**src/rtl/gp_timer_pkg.sv**
```systemverilog
// Constants shared by the general-purpose timer and its helpers.
// Assumes a 100 MHz system clock that also serves as the processor clock.
package gp_timer_pkg;
    localparam int ADDR_W = 4;
    localparam int CLK_FREQ_MHZ = 100;
    localparam int FREQ_UNITS_PER_MHZ = 64;
    localparam logic [15:0] PROC_FREQ_UNITS =
        16'(CLK_FREQ_MHZ * FREQ_UNITS_PER_MHZ);
    localparam logic [3:0] OFS_CONTROL = 4'h0;
    localparam logic [3:0] OFS_TERMINAL = 4'h2;
    localparam logic [3:0] OFS_COMMAND = 4'h6;
    localparam logic [3:0] OFS_STATUS = 4'h8;
    localparam logic [3:0] OFS_LIVE = 4'ha;
    localparam logic [3:0] OFS_PROC_REQ = 4'hc;
    localparam logic [3:0] OFS_PROC_ACT = 4'he;
    localparam int CTL_CONT_BIT = 21;
    localparam int CTL_DIR_BIT = 20;
    localparam int CTL_PRESC_LSB = 16;
    localparam int CTL_REFDIV_LSB = 12;
    localparam int CTL_FSEL_LSB = 8;
    localparam int CTL_SRC_LSB = 0;
    localparam int CMD_STOP_BIT = 4;
    localparam int CMD_START_BIT = 0;
    localparam int STS_RUN_BIT = 0;
    localparam logic [31:0] CONTROL_RESET = 32'h0;
    localparam logic [31:0] TERMINAL_RESET = 32'h0;
    localparam logic [15:0] PROC_REQ_RESET = 16'h0;
    localparam logic [2:0] FSEL_MAX = 3'h3;
    typedef enum logic [3:0] {
        SRC_PROC = 4'b0000,
        SRC_32K = 4'b0001,
        SRC_EXT_MASTER_1 = 4'b0100,
        SRC_EXT_MASTER_2 = 4'b0101,
        SRC_MAIN_AUDIO = 4'b1000,
        SRC_ASYNC_AUDIO = 4'b1001,
        SRC_GPIO_1 = 4'b1100,
        SRC_GPIO_2 = 4'b1101,
        SRC_GPIO_3 = 4'b1110,
        SRC_GPIO_4 = 4'b1111
    } ref_src_t;
    typedef enum logic [1:0] {
        CAL_IDLE = 2'b00,
        CAL_RATIO = 2'b01,
        CAL_ACTUAL = 2'b10
    } cal_state_t;
endpackage

```
**src/rtl/tick_if.sv**
```systemverilog
// Single-cycle tick passed between divider stages of the timer.
// Assumes both ends sit on the same clock.
`timescale 1ns/1ns
`default_nettype none
interface tick_if;
    logic tick;
    modport drv (output tick);
    modport rcv (input tick);
endinterface
`default_nettype wire

```
**src/rtl/ratio_divider.sv**
```systemverilog
// Sequential restoring divider, one quotient bit per clock.
// Assumes the divisor is held steady while busy; a new go restarts it.
`timescale 1ns/1ns
`default_nettype none
module ratio_divider
(
    // Clock and reset
    input wire logic i_clk,
    input wire logic i_rst,
    // Operation
    input wire logic i_go,
    input wire logic [15:0] i_dividend,
    input wire logic [15:0] i_divisor,
    // Result
    output logic o_done,
    output logic [15:0] o_quotient
);
    typedef struct packed {
        logic busy;
        logic done;
        logic [4:0] cnt;
        logic [15:0] rem;
        logic [15:0] quo;
    } div_st_t;
    div_st_t st_r, st_nxt;
    logic [16:0] shifted;

    always_comb
    begin
        st_nxt = st_r;
        st_nxt.done = 1'b0;
        shifted = {st_r.rem, st_r.quo[15]};
        if (i_go)
        begin
            st_nxt.busy = 1'b1;
            st_nxt.cnt = 5'h0;
            st_nxt.rem = 16'h0;
            st_nxt.quo = i_dividend;
        end
        else if (st_r.busy)
        begin
            // A zero divisor yields all ones, never a zero ratio.
            if (shifted >= {1'b0, i_divisor})
            begin
                st_nxt.rem = 16'(shifted - {1'b0, i_divisor});
                st_nxt.quo = {st_r.quo[14:0], 1'b1};
            end
            else
            begin
                st_nxt.rem = shifted[15:0];
                st_nxt.quo = {st_r.quo[14:0], 1'b0};
            end
            st_nxt.cnt = st_r.cnt + 5'h1;
            if (st_r.cnt == 5'hf)
            begin
                st_nxt.busy = 1'b0;
                st_nxt.done = 1'b1;
            end
        end
    end

    always_ff @(posedge i_clk)
    begin
        if (i_rst)
            st_r <= '0;
        else
            st_r <= st_nxt;
    end

    assign o_done = st_r.done;
    assign o_quotient = st_r.quo;
endmodule // ratio_divider
`default_nettype wire

```
**src/rtl/pulse_divider.sv**
```systemverilog
// Divides a tick stream by a power of two from 1 to 128.
// Assumes input ticks are single-cycle pulses; output lags by one cycle.
`timescale 1ns/1ns
`default_nettype none
module pulse_divider
(
    // Clock and reset
    input wire logic i_clk,
    input wire logic i_rst,
    // Control
    input wire logic i_clear,
    input wire logic [2:0] i_log2,
    // Ticks
    tick_if.rcv i_in,
    tick_if.drv o_out
);
    typedef struct packed {
        logic [6:0] cnt;
        logic out;
    } pd_st_t;
    pd_st_t st_r, st_nxt;
    logic [7:0] one_hot;
    logic [6:0] limit;

    always_comb
    begin
        st_nxt = st_r;
        st_nxt.out = 1'b0;
        one_hot = 8'h01 << i_log2;
        limit = 7'(one_hot - 8'h01);
        if (i_clear)
            st_nxt.cnt = 7'h0;
        else if (i_in.tick)
        begin
            if (st_r.cnt >= limit)
            begin
                st_nxt.cnt = 7'h0;
                st_nxt.out = 1'b1;
            end
            else
                st_nxt.cnt = st_r.cnt + 7'h1;
        end
    end

    always_ff @(posedge i_clk)
    begin
        if (i_rst)
            st_r <= '0;
        else
            st_r <= st_nxt;
    end

    assign o_out.tick = st_r.out;
endmodule // pulse_divider
`default_nettype wire

```
**src/rtl/gp_timer.sv**
```systemverilog
// General-purpose up/down time-stamp timer with reference selection,
// three divider stages and a processor-clock ratio calculator.
// Assumes all reference inputs are levels synchronous to i_clk, which
// is also the processor clock.
// Functional notes
// - Direction bit 20: 0 counts down, 1 counts up; resets to 0.
// - Prescale bits 18:16 divide the tick by 1 to 128.
// - Reference divider bits 14:12 divide by 1 to 128, bypassed for processor.
// - Processor clock off: reference divider output clocks the event logger.
// - Bits 10:8 pick the derived frequency for audio clock sources.
// - Bits 3:0 select processor, 32 kHz, master, audio or GPIO source.
// - Terminal count is the final value up, the start value down.
// - Writing 1 to command bit 4 stops the timer.
// - Writing 1 to command bit 0 starts, or reloads and restarts.
// - Status bit 0 shows the running flag, resetting to 0.
// - The live count is readable at 0x0a and resets to zero.
// - A 16-bit request in 1/64 MHz units sets the processor reference.
// - The processor reference is an integer division of that clock.
// - The generated processor reference is reported read-only at 0x0e.
// - Bit 21 set restarts automatically; clear runs once and stops.
// - End of count is signalled when the next update would be due.
// - The running flag is driven out for a GPIO pin.
`timescale 1ns/1ns
`default_nettype none
module gp_timer
    import gp_timer_pkg::*;
#(
    parameter logic [15:0] PROC_FREQ = PROC_FREQ_UNITS
)
(
    // Clock and reset
    input wire logic i_clk,
    input wire logic i_rst,
    // Register port
    input wire logic [ADDR_W-1:0] i_addr,
    input wire logic [31:0] i_wr_data,
    input wire logic i_wr,
    input wire logic i_rd,
    output logic [31:0] o_rd_data,
    // Reference clock levels
    input wire logic i_processor_clock_en,
    input wire logic i_clock_32k,
    input wire logic i_ext_master_clock_1,
    input wire logic i_ext_master_clock_2,
    input wire logic i_main_audio_clock,
    input wire logic i_async_audio_clock,
    input wire logic [3:0] i_gpio_in,
    // Frequency codes of the audio clocks, same scale as the select field
    input wire logic [2:0] i_main_audio_rate,
    input wire logic [2:0] i_async_audio_rate,
    // Status outputs
    output logic o_timer_status,
    output logic o_end_of_count,
    output logic o_logger_ref_tick
);
    typedef struct packed {
        logic cont;
        logic dir;
        logic [2:0] presc;
        logic [2:0] refdiv;
        logic [2:0] fsel;
        logic [3:0] src;
        logic [31:0] terminal;
        logic [15:0] proc_req;
        logic [15:0] proc_ratio;
        logic [15:0] proc_act;
        logic [15:0] proc_cnt;
        logic proc_tick;
        cal_state_t cal;
        logic div_go;
        logic [8:0] lvl_prev;
        logic running;
        logic [31:0] count;
        logic eoc;
        logic log_tick;
        logic [31:0] rd_data;
    } timer_st_t;

    localparam timer_st_t ST_RESET = '{
        cont: CONTROL_RESET[CTL_CONT_BIT],
        dir: CONTROL_RESET[CTL_DIR_BIT],
        presc: CONTROL_RESET[CTL_PRESC_LSB +: 3],
        refdiv: CONTROL_RESET[CTL_REFDIV_LSB +: 3],
        fsel: CONTROL_RESET[CTL_FSEL_LSB +: 3],
        src: CONTROL_RESET[CTL_SRC_LSB +: 4],
        terminal: TERMINAL_RESET,
        proc_req: PROC_REQ_RESET,
        proc_ratio: 16'h1,
        proc_act: 16'h0,
        proc_cnt: 16'h0,
        proc_tick: 1'b0,
        cal: CAL_RATIO,
        div_go: 1'b1,
        lvl_prev: 9'h0,
        running: 1'b0,
        count: 32'h0,
        eoc: 1'b0,
        log_tick: 1'b0,
        rd_data: 32'h0
    };

    timer_st_t st_r, st_nxt;
    logic [8:0] lvl;
    logic [8:0] rise;
    logic raw_edge;
    logic [2:0] fsel_log2;
    logic [2:0] ref_log2;
    logic start_cmd;
    logic stop_cmd;
    logic at_end;
    logic [31:0] ctl_word;
    logic div_done;
    logic [15:0] div_q;
    logic [15:0] div_divisor;

    tick_if raw_t ();
    tick_if fsel_t ();
    tick_if ref_t ();
    tick_if cnt_t ();

    assign lvl = {i_gpio_in, i_async_audio_clock, i_main_audio_clock,
                  i_ext_master_clock_2, i_ext_master_clock_1, i_clock_32k};

    // Inputs are synchronous, so a single history flop finds rising edges.
    genvar gi;
    generate
        for (gi = 0; gi < 9; gi++)
        begin : g_edge
            assign rise[gi] = lvl[gi] & ~st_r.lvl_prev[gi];
        end
    endgenerate

    // Reference source selection and derived-frequency ratio.
    always_comb
    begin
        raw_edge = 1'b0;
        fsel_log2 = 3'h0;
        case (st_r.src)
            SRC_PROC: raw_edge = st_r.proc_tick;
            SRC_32K: raw_edge = rise[0];
            SRC_EXT_MASTER_1: raw_edge = rise[1];
            SRC_EXT_MASTER_2: raw_edge = rise[2];
            SRC_MAIN_AUDIO:
            begin
                raw_edge = rise[3];
                if (i_main_audio_rate > st_r.fsel)
                    fsel_log2 = i_main_audio_rate - st_r.fsel;
            end
            SRC_ASYNC_AUDIO:
            begin
                raw_edge = rise[4];
                if (i_async_audio_rate > st_r.fsel)
                    fsel_log2 = i_async_audio_rate - st_r.fsel;
            end
            SRC_GPIO_1: raw_edge = rise[5];
            SRC_GPIO_2: raw_edge = rise[6];
            SRC_GPIO_3: raw_edge = rise[7];
            SRC_GPIO_4: raw_edge = rise[8];
            default: raw_edge = 1'b0;
        endcase
        // The processor reference is already at its final rate.
        ref_log2 = (st_r.src == SRC_PROC) ? 3'h0 : st_r.refdiv;
    end

    assign raw_t.tick = raw_edge;

    pulse_divider u_fsel_div (
        .i_clk(i_clk),
        .i_rst(i_rst),
        .i_clear(start_cmd),
        .i_log2(fsel_log2),
        .i_in(raw_t),
        .o_out(fsel_t)
    );

    pulse_divider u_ref_div (
        .i_clk(i_clk),
        .i_rst(i_rst),
        .i_clear(start_cmd),
        .i_log2(ref_log2),
        .i_in(fsel_t),
        .o_out(ref_t)
    );

    pulse_divider u_presc_div (
        .i_clk(i_clk),
        .i_rst(i_rst),
        .i_clear(start_cmd),
        .i_log2(st_r.presc),
        .i_in(ref_t),
        .o_out(cnt_t)
    );

    // One shared divider computes the ratio, then the achieved frequency.
    assign div_divisor = (st_r.cal == CAL_RATIO) ? st_r.proc_req
                                                 : st_r.proc_ratio;

    ratio_divider u_ratio (
        .i_clk(i_clk),
        .i_rst(i_rst),
        .i_go(st_r.div_go),
        .i_dividend(PROC_FREQ),
        .i_divisor(div_divisor),
        .o_done(div_done),
        .o_quotient(div_q)
    );

    always_comb
    begin
        start_cmd = i_wr && i_addr == OFS_COMMAND
                    && i_wr_data[CMD_START_BIT];
        stop_cmd = i_wr && i_addr == OFS_COMMAND
                   && i_wr_data[CMD_STOP_BIT];
        at_end = st_r.dir ? (st_r.count == st_r.terminal)
                          : (st_r.count == 32'h0);
        ctl_word = 32'h0;
        ctl_word[CTL_CONT_BIT] = st_r.cont;
        ctl_word[CTL_DIR_BIT] = st_r.dir;
        ctl_word[CTL_PRESC_LSB +: 3] = st_r.presc;
        ctl_word[CTL_REFDIV_LSB +: 3] = st_r.refdiv;
        ctl_word[CTL_FSEL_LSB +: 3] = st_r.fsel;
        ctl_word[CTL_SRC_LSB +: 4] = st_r.src;
    end

    always_comb
    begin
        st_nxt = st_r;
        st_nxt.lvl_prev = lvl;
        st_nxt.eoc = 1'b0;
        st_nxt.div_go = 1'b0;
        st_nxt.rd_data = 32'h0;
        st_nxt.log_tick = ref_t.tick && !i_processor_clock_en;

        // Processor reference: one tick every ratio cycles.
        st_nxt.proc_tick = 1'b0;
        if (st_r.proc_cnt + 16'h1 >= st_r.proc_ratio)
        begin
            st_nxt.proc_cnt = 16'h0;
            st_nxt.proc_tick = 1'b1;
        end
        else
            st_nxt.proc_cnt = st_r.proc_cnt + 16'h1;

        // Calibration sequence for the processor reference.
        case (st_r.cal)
            CAL_IDLE: st_nxt.cal = CAL_IDLE;
            CAL_RATIO:
                if (div_done)
                begin
                    st_nxt.proc_ratio = (div_q == 16'h0) ? 16'h1 : div_q;
                    st_nxt.cal = CAL_ACTUAL;
                    st_nxt.div_go = 1'b1;
                end
            CAL_ACTUAL:
                if (div_done)
                begin
                    st_nxt.proc_act = div_q;
                    st_nxt.cal = CAL_IDLE;
                end
            default: st_nxt.cal = CAL_IDLE;
        endcase

        if (i_wr)
        begin
            case (i_addr)
                OFS_CONTROL:
                begin
                    st_nxt.cont = i_wr_data[CTL_CONT_BIT];
                    st_nxt.dir = i_wr_data[CTL_DIR_BIT];
                    st_nxt.presc = i_wr_data[CTL_PRESC_LSB +: 3];
                    st_nxt.refdiv = i_wr_data[CTL_REFDIV_LSB +: 3];
                    st_nxt.fsel = i_wr_data[CTL_FSEL_LSB +: 3];
                    st_nxt.src = i_wr_data[CTL_SRC_LSB +: 4];
                end
                OFS_TERMINAL: st_nxt.terminal = i_wr_data;
                OFS_PROC_REQ:
                begin
                    st_nxt.proc_req = i_wr_data[15:0];
                    st_nxt.cal = CAL_RATIO;
                    st_nxt.div_go = 1'b1;
                end
                default: st_nxt.cal = st_nxt.cal;
            endcase
        end

        // Counter; a stop in the same write as a start wins.
        if (stop_cmd)
            st_nxt.running = 1'b0;
        else if (start_cmd)
        begin
            st_nxt.running = 1'b1;
            st_nxt.count = st_r.dir ? 32'h0 : st_r.terminal;
        end
        else if (st_r.running && cnt_t.tick)
        begin
            if (at_end)
            begin
                st_nxt.eoc = 1'b1;
                if (st_r.cont)
                    st_nxt.count = st_r.dir ? 32'h0 : st_r.terminal;
                else
                    st_nxt.running = 1'b0;
            end
            else if (st_r.dir)
                st_nxt.count = st_r.count + 32'h1;
            else
                st_nxt.count = st_r.count - 32'h1;
        end

        if (i_rd)
        begin
            case (i_addr)
                OFS_CONTROL: st_nxt.rd_data = ctl_word;
                OFS_TERMINAL: st_nxt.rd_data = st_r.terminal;
                OFS_STATUS:
                    st_nxt.rd_data[STS_RUN_BIT] = st_r.running;
                OFS_LIVE: st_nxt.rd_data = st_r.count;
                OFS_PROC_REQ: st_nxt.rd_data = {16'h0, st_r.proc_req};
                OFS_PROC_ACT: st_nxt.rd_data = {16'h0, st_r.proc_act};
                default: st_nxt.rd_data = 32'h0;
            endcase
        end
    end

    always_ff @(posedge i_clk)
    begin
        if (i_rst)
            st_r <= ST_RESET;
        else
            st_r <= st_nxt;
    end

    assign o_rd_data = st_r.rd_data;
    assign o_timer_status = st_r.running;
    assign o_end_of_count = st_r.eoc;
    assign o_logger_ref_tick = st_r.log_tick;
endmodule // gp_timer
`default_nettype wire

```
**config.mk**
```make
export PLATFORM = sky130hd
export DESIGN_NAME = gp_timer
export DESIGN_NICKNAME = d
export VERILOG_FILES = /design/src/rtl/gp_timer_pkg.sv /design/src/rtl/tick_if.sv /design/src/rtl/ratio_divider.sv /design/src/rtl/pulse_divider.sv /design/src/rtl/gp_timer.sv
export SDC_FILE = /design/constraint.sdc
export NUM_CORES = 1
export LEC_CHECK = 0
export ABC_AREA = 0
export BUFFER_PORTS_ARGS = -buffer_cell sky130_fd_sc_hd__buf_2
export CAP_MARGIN = 10
export CORE_ASPECT_RATIO = 0.9
export CORE_MARGIN = 1.5
export CORE_UTILIZATION = 35
export CTS_BUF_LIST = sky130_fd_sc_hd__clkbuf_8
export DETAILED_ROUTE_END_ITERATION = 8
export PLACE_DENSITY = 0.55
export SLEW_MARGIN = 20
export SYNTH_ARGS = -nofsm -noshare
export SYNTH_HDL_FRONTEND = slang
export SYNTH_SLANG_ARGS = --single-unit
```
**constraint.sdc**
```tcl
create_clock -name i_clk -period 5.5 [get_ports i_clk]
set_input_delay 0.275 -clock i_clk [delete_from_list [all_inputs] [get_ports i_clk]]
set_output_delay 0.275 -clock i_clk [all_outputs]
set_load 0.03 [all_outputs]
```
==> flow_summary.ini <==
[logic_synthesis]
synth_top_area_cell = dfxtp_1
synth_seq_cells = 254
netlist_instances = 1759
ys_seq_area_share_pct = 35.23
syn_area_per_cell_um2 = 8.206
yosys-top-cells-area = dfxtp_1 (35%), ha_1 (8.6%), nand2_1 (6.1%)
synth_cell_types = 71
netlist.area_leader.share_pct = 35.23
async_flop_share_pct = 0
syn_area_um2 = 14440
yosys_warnings = 0
yosysMostFrequentCell = dfxtp_1
synth_fp_nets = 1918
synth-main-ff-cell = dfxtp_1
synth_commonest_cells = dfxtp_1 (254), nand2_1 (235), a21oi_1 (176)
synth_edf_count = 0

[global_routing]
gr-usage-met1_pct = 30.99
grt_util_met2_pct = 30.52
grt_most_used_layer = met1
use_met3_pct = 4.202
antenna_found_initial = 0
grt_max_degree = 63
grt_remaining_overflow = 0
grt_pass1_vias = 12260
grt_pass1_wl_mm = 70.49
grt_use_total_pct = 21.05

[clock_tree]
post-cts-setup-buffer-count = 0
cts_root_buf = clkbuf_8
numCtsBuffers = 44
clkTransAtPathRegs_ns = 0.06
htree_levels = 2
clk_latency_ns = 0.63
cts_max_path_buffers = 3
cts_tree = built
clock-sinks = 254
cts_resized = 0

[critical_path]
rr_worst_depth = 18
r2r_start = ctl_word[9]
start_kind = flip-flop
endpoint_kind = flip-flop
crit_fanout = 5
cp_data_arrival_time_ns = 4.56
ff2ff_setup_slack_ns = 1.48
path_class = reg -> reg
crit_required_ns = 6.04
r2r-end = u_fsel_div.st_r[5]

[floorplanning]
dieArea_um2 = 42470
core_area_um2 = 40640
io_pins = 91
die_y_um = 195.7
fp.dieW_um = 217.1
rows = 70
start_util_pct = 35.52

[place]
dp_hpwl_mm = 32.41
portBuffers = 90
place_congestion = 0.9001
place_area_um2 = 15120
dp.cells = 2282
dp_slack_ns = 1.262

[cells_and_area]
antenna_cells = 0
final_core_util_pct = 40.42
final_cells = 2403
n_fill_cell = 4092
drive_gt1_share_pct = 10.68
syn2layout_area_growth_pct = 13.80
final_nets = 1990
fin_area_um2 = 16430

[sta]
slew-limit-headroom_pct = 24.20
fin_crit_sh_pct = 73.09
hold_viol = 0
fin_ws_ns = 1.480
fmax_ghz = 0.2488
rsz0062_at_grt = false
fin_hold_ws_ns = 0.1650
worst_pin_slew_ns = 1.133
setup_viol = 0
slew_viol_final = 0
fin_skew_ns = 0.02544
post-route-min-period_ns = 4.020
setup-tns-final_ns = 0

[power]
netSwitchingFraction_pct = 28.51
internal_power_mw = 3.006
power_mw = 4.205
p_switching_mw = 1.199
power.share.sequential_pct = 45.3
combPwrFrac_pct = 13.4
p_leak_nw = 6.386
pwr-share-clk_pct = 41.3
peakVddDrop_v = 0.0001561
powerDensity_nw_per_um2 = 256.0

[min_path]
hp-start = i_addr[1]
whs_path_depth = 3
hold_path_end = o_rd_data[16]
hold_class = in -> reg

[route]
vias = 13030
routed_wl_mm = 44.91
ant_nets = 0
wl_per_cell_um = 18.69
vias_per_cell = 5.424
drt_first_pass_iters = 7
drc = 0
initialDrtViolationCount = 1198

[run]
maxCapViolations = 0

[run_status]
status = complete, no violations
[flip-flops by register name (all words and copies together) (netlist names)]
register and flops:
ctl_word 15, o_timer_status 1, u_ratio.o_quotient 16, o_end_of_count 1, u_presc_div.st_r 7, u_fsel_div.st_r 7, u_ratio.shifted 16, u_fsel_div.o_out.tick 1
o_rd_data 32, st_r 141, u_presc_div.o_out.tick 1, u_ratio.st_r 6, u_ref_div.o_out.tick 1, u_ratio.o_done 1, o_logger_ref_tick 1, u_ref_div.st_r 7
[how the worst max path moves through the flow]
stage | slack (ns) | cells past startpoint | endpoint | from
global placement | 1.44 | 12 | u_ratio.shifted[13] | st_r[78]
finish | 1.48 | 18 | u_fsel_div.st_r[5] | ctl_word[9]
global route | 1.01 | 18 | u_fsel_div.st_r[3] | ctl_word[9]
detailed placement | 1.26 | 12 | u_ratio.shifted[15] | st_r[78]
floorplan | 1.66 | 12 | st_r[65] | ctl_word[20]
CTS | 1.21 | 12 | u_ratio.shifted[15] | st_r[78]
[critical path, stage by stage, from the launching register on]
cell and delay [ns]:
dfxtp_1 0.39, inv_1 0.14, ha_1 0.31, nor2b_1 0.13, o21a_1 0.16, o2111ai_1 0.23
a31oi_1 0.09, a22oi_1 0.35, and2_1 0.24, nand2_1 0.09, ha_1 0.29, ha_1 0.27
a21o_1 0.16, a21o_1 0.16, a21o_1 0.17, a21oi_1 0.14, o21a_1 0.22, o21ai_0 0.22
nor2_1 0.17
[power by group through the flow]
stage	clock network (mW)	logic, mW	registers [mW]
5_1_grt	1.87	0.618	1.91
3_5_place_dp	0	0.529	1.95
6_report	1.74	0.562	1.91
3_3_place_gp	0	0.528	1.94
2_1_floorplan	0	0.408	1.92
4_1_cts	1.79	0.557	1.90
[layout make-up]
type | instances | area (um2) | area share (%)
clock buffers | 55 | 757.0 | 4.608
clock inverters | 23 | 112.6 | 0.6855
inverters | 61 | 229.0 | 1.394
multi-input cells | 1320 | 8556 | 52.08
flip-flops and latches | 254 | 5086 | 30.96
well taps | 540 | 675.6 | 4.113
repair buffers | 150 | 1011 | 6.154
[what timing repair did]
item                                   in CTS  in global routing
setup endpoints to repair                   0                  0
endpoints found under the hold margin      74                  0
hold buffers                               43                  0
[logic make-up (layout without fill, tap and decap cells)]
logic type | Yosys count | after routing | synth area share, %
AND/OR/NAND/NOR | 610 | 610 | 19.64
AO/OA/AOI/OAI | 460 | 460 | 20.85
flip-flops | 254 | 254 | 35.23
buffers and inverters | 185 | 289 | 5.807
adder cells (fa/ha/maj) | 103 | 103 | 9.136
XOR/XNOR | 103 | 103 | 6.249
multiplexers | 44 | 44 | 3.094
[layout by cell type (no fill, tap or decap), drive strengths merged, types with 26 or more instances in the layout]
cell,count
a21o,30
a21oi,176
a22oi,27
a31oi,26
buf,107
clkbuf,55
dfxtp,254
dlygate4sd3,43
ha,99
inv,76
mux2i,39
nand2,235
nand3,44
nor2,148
nor2b,30
o21ai,55
xnor2,69
xor2,34
[per-layer routing]
| metal | vias up | wire (um) |
|---|---|---|
| li1 | 6395 | - |
| met1 | 6139 | 22010 |
| met2 | 428 | 18560 |
| met3 | 71 | 3237 |
| met4 | 0 | 1096 |
| met5 | - | 0 |
(Power assumes the default switching activity.)
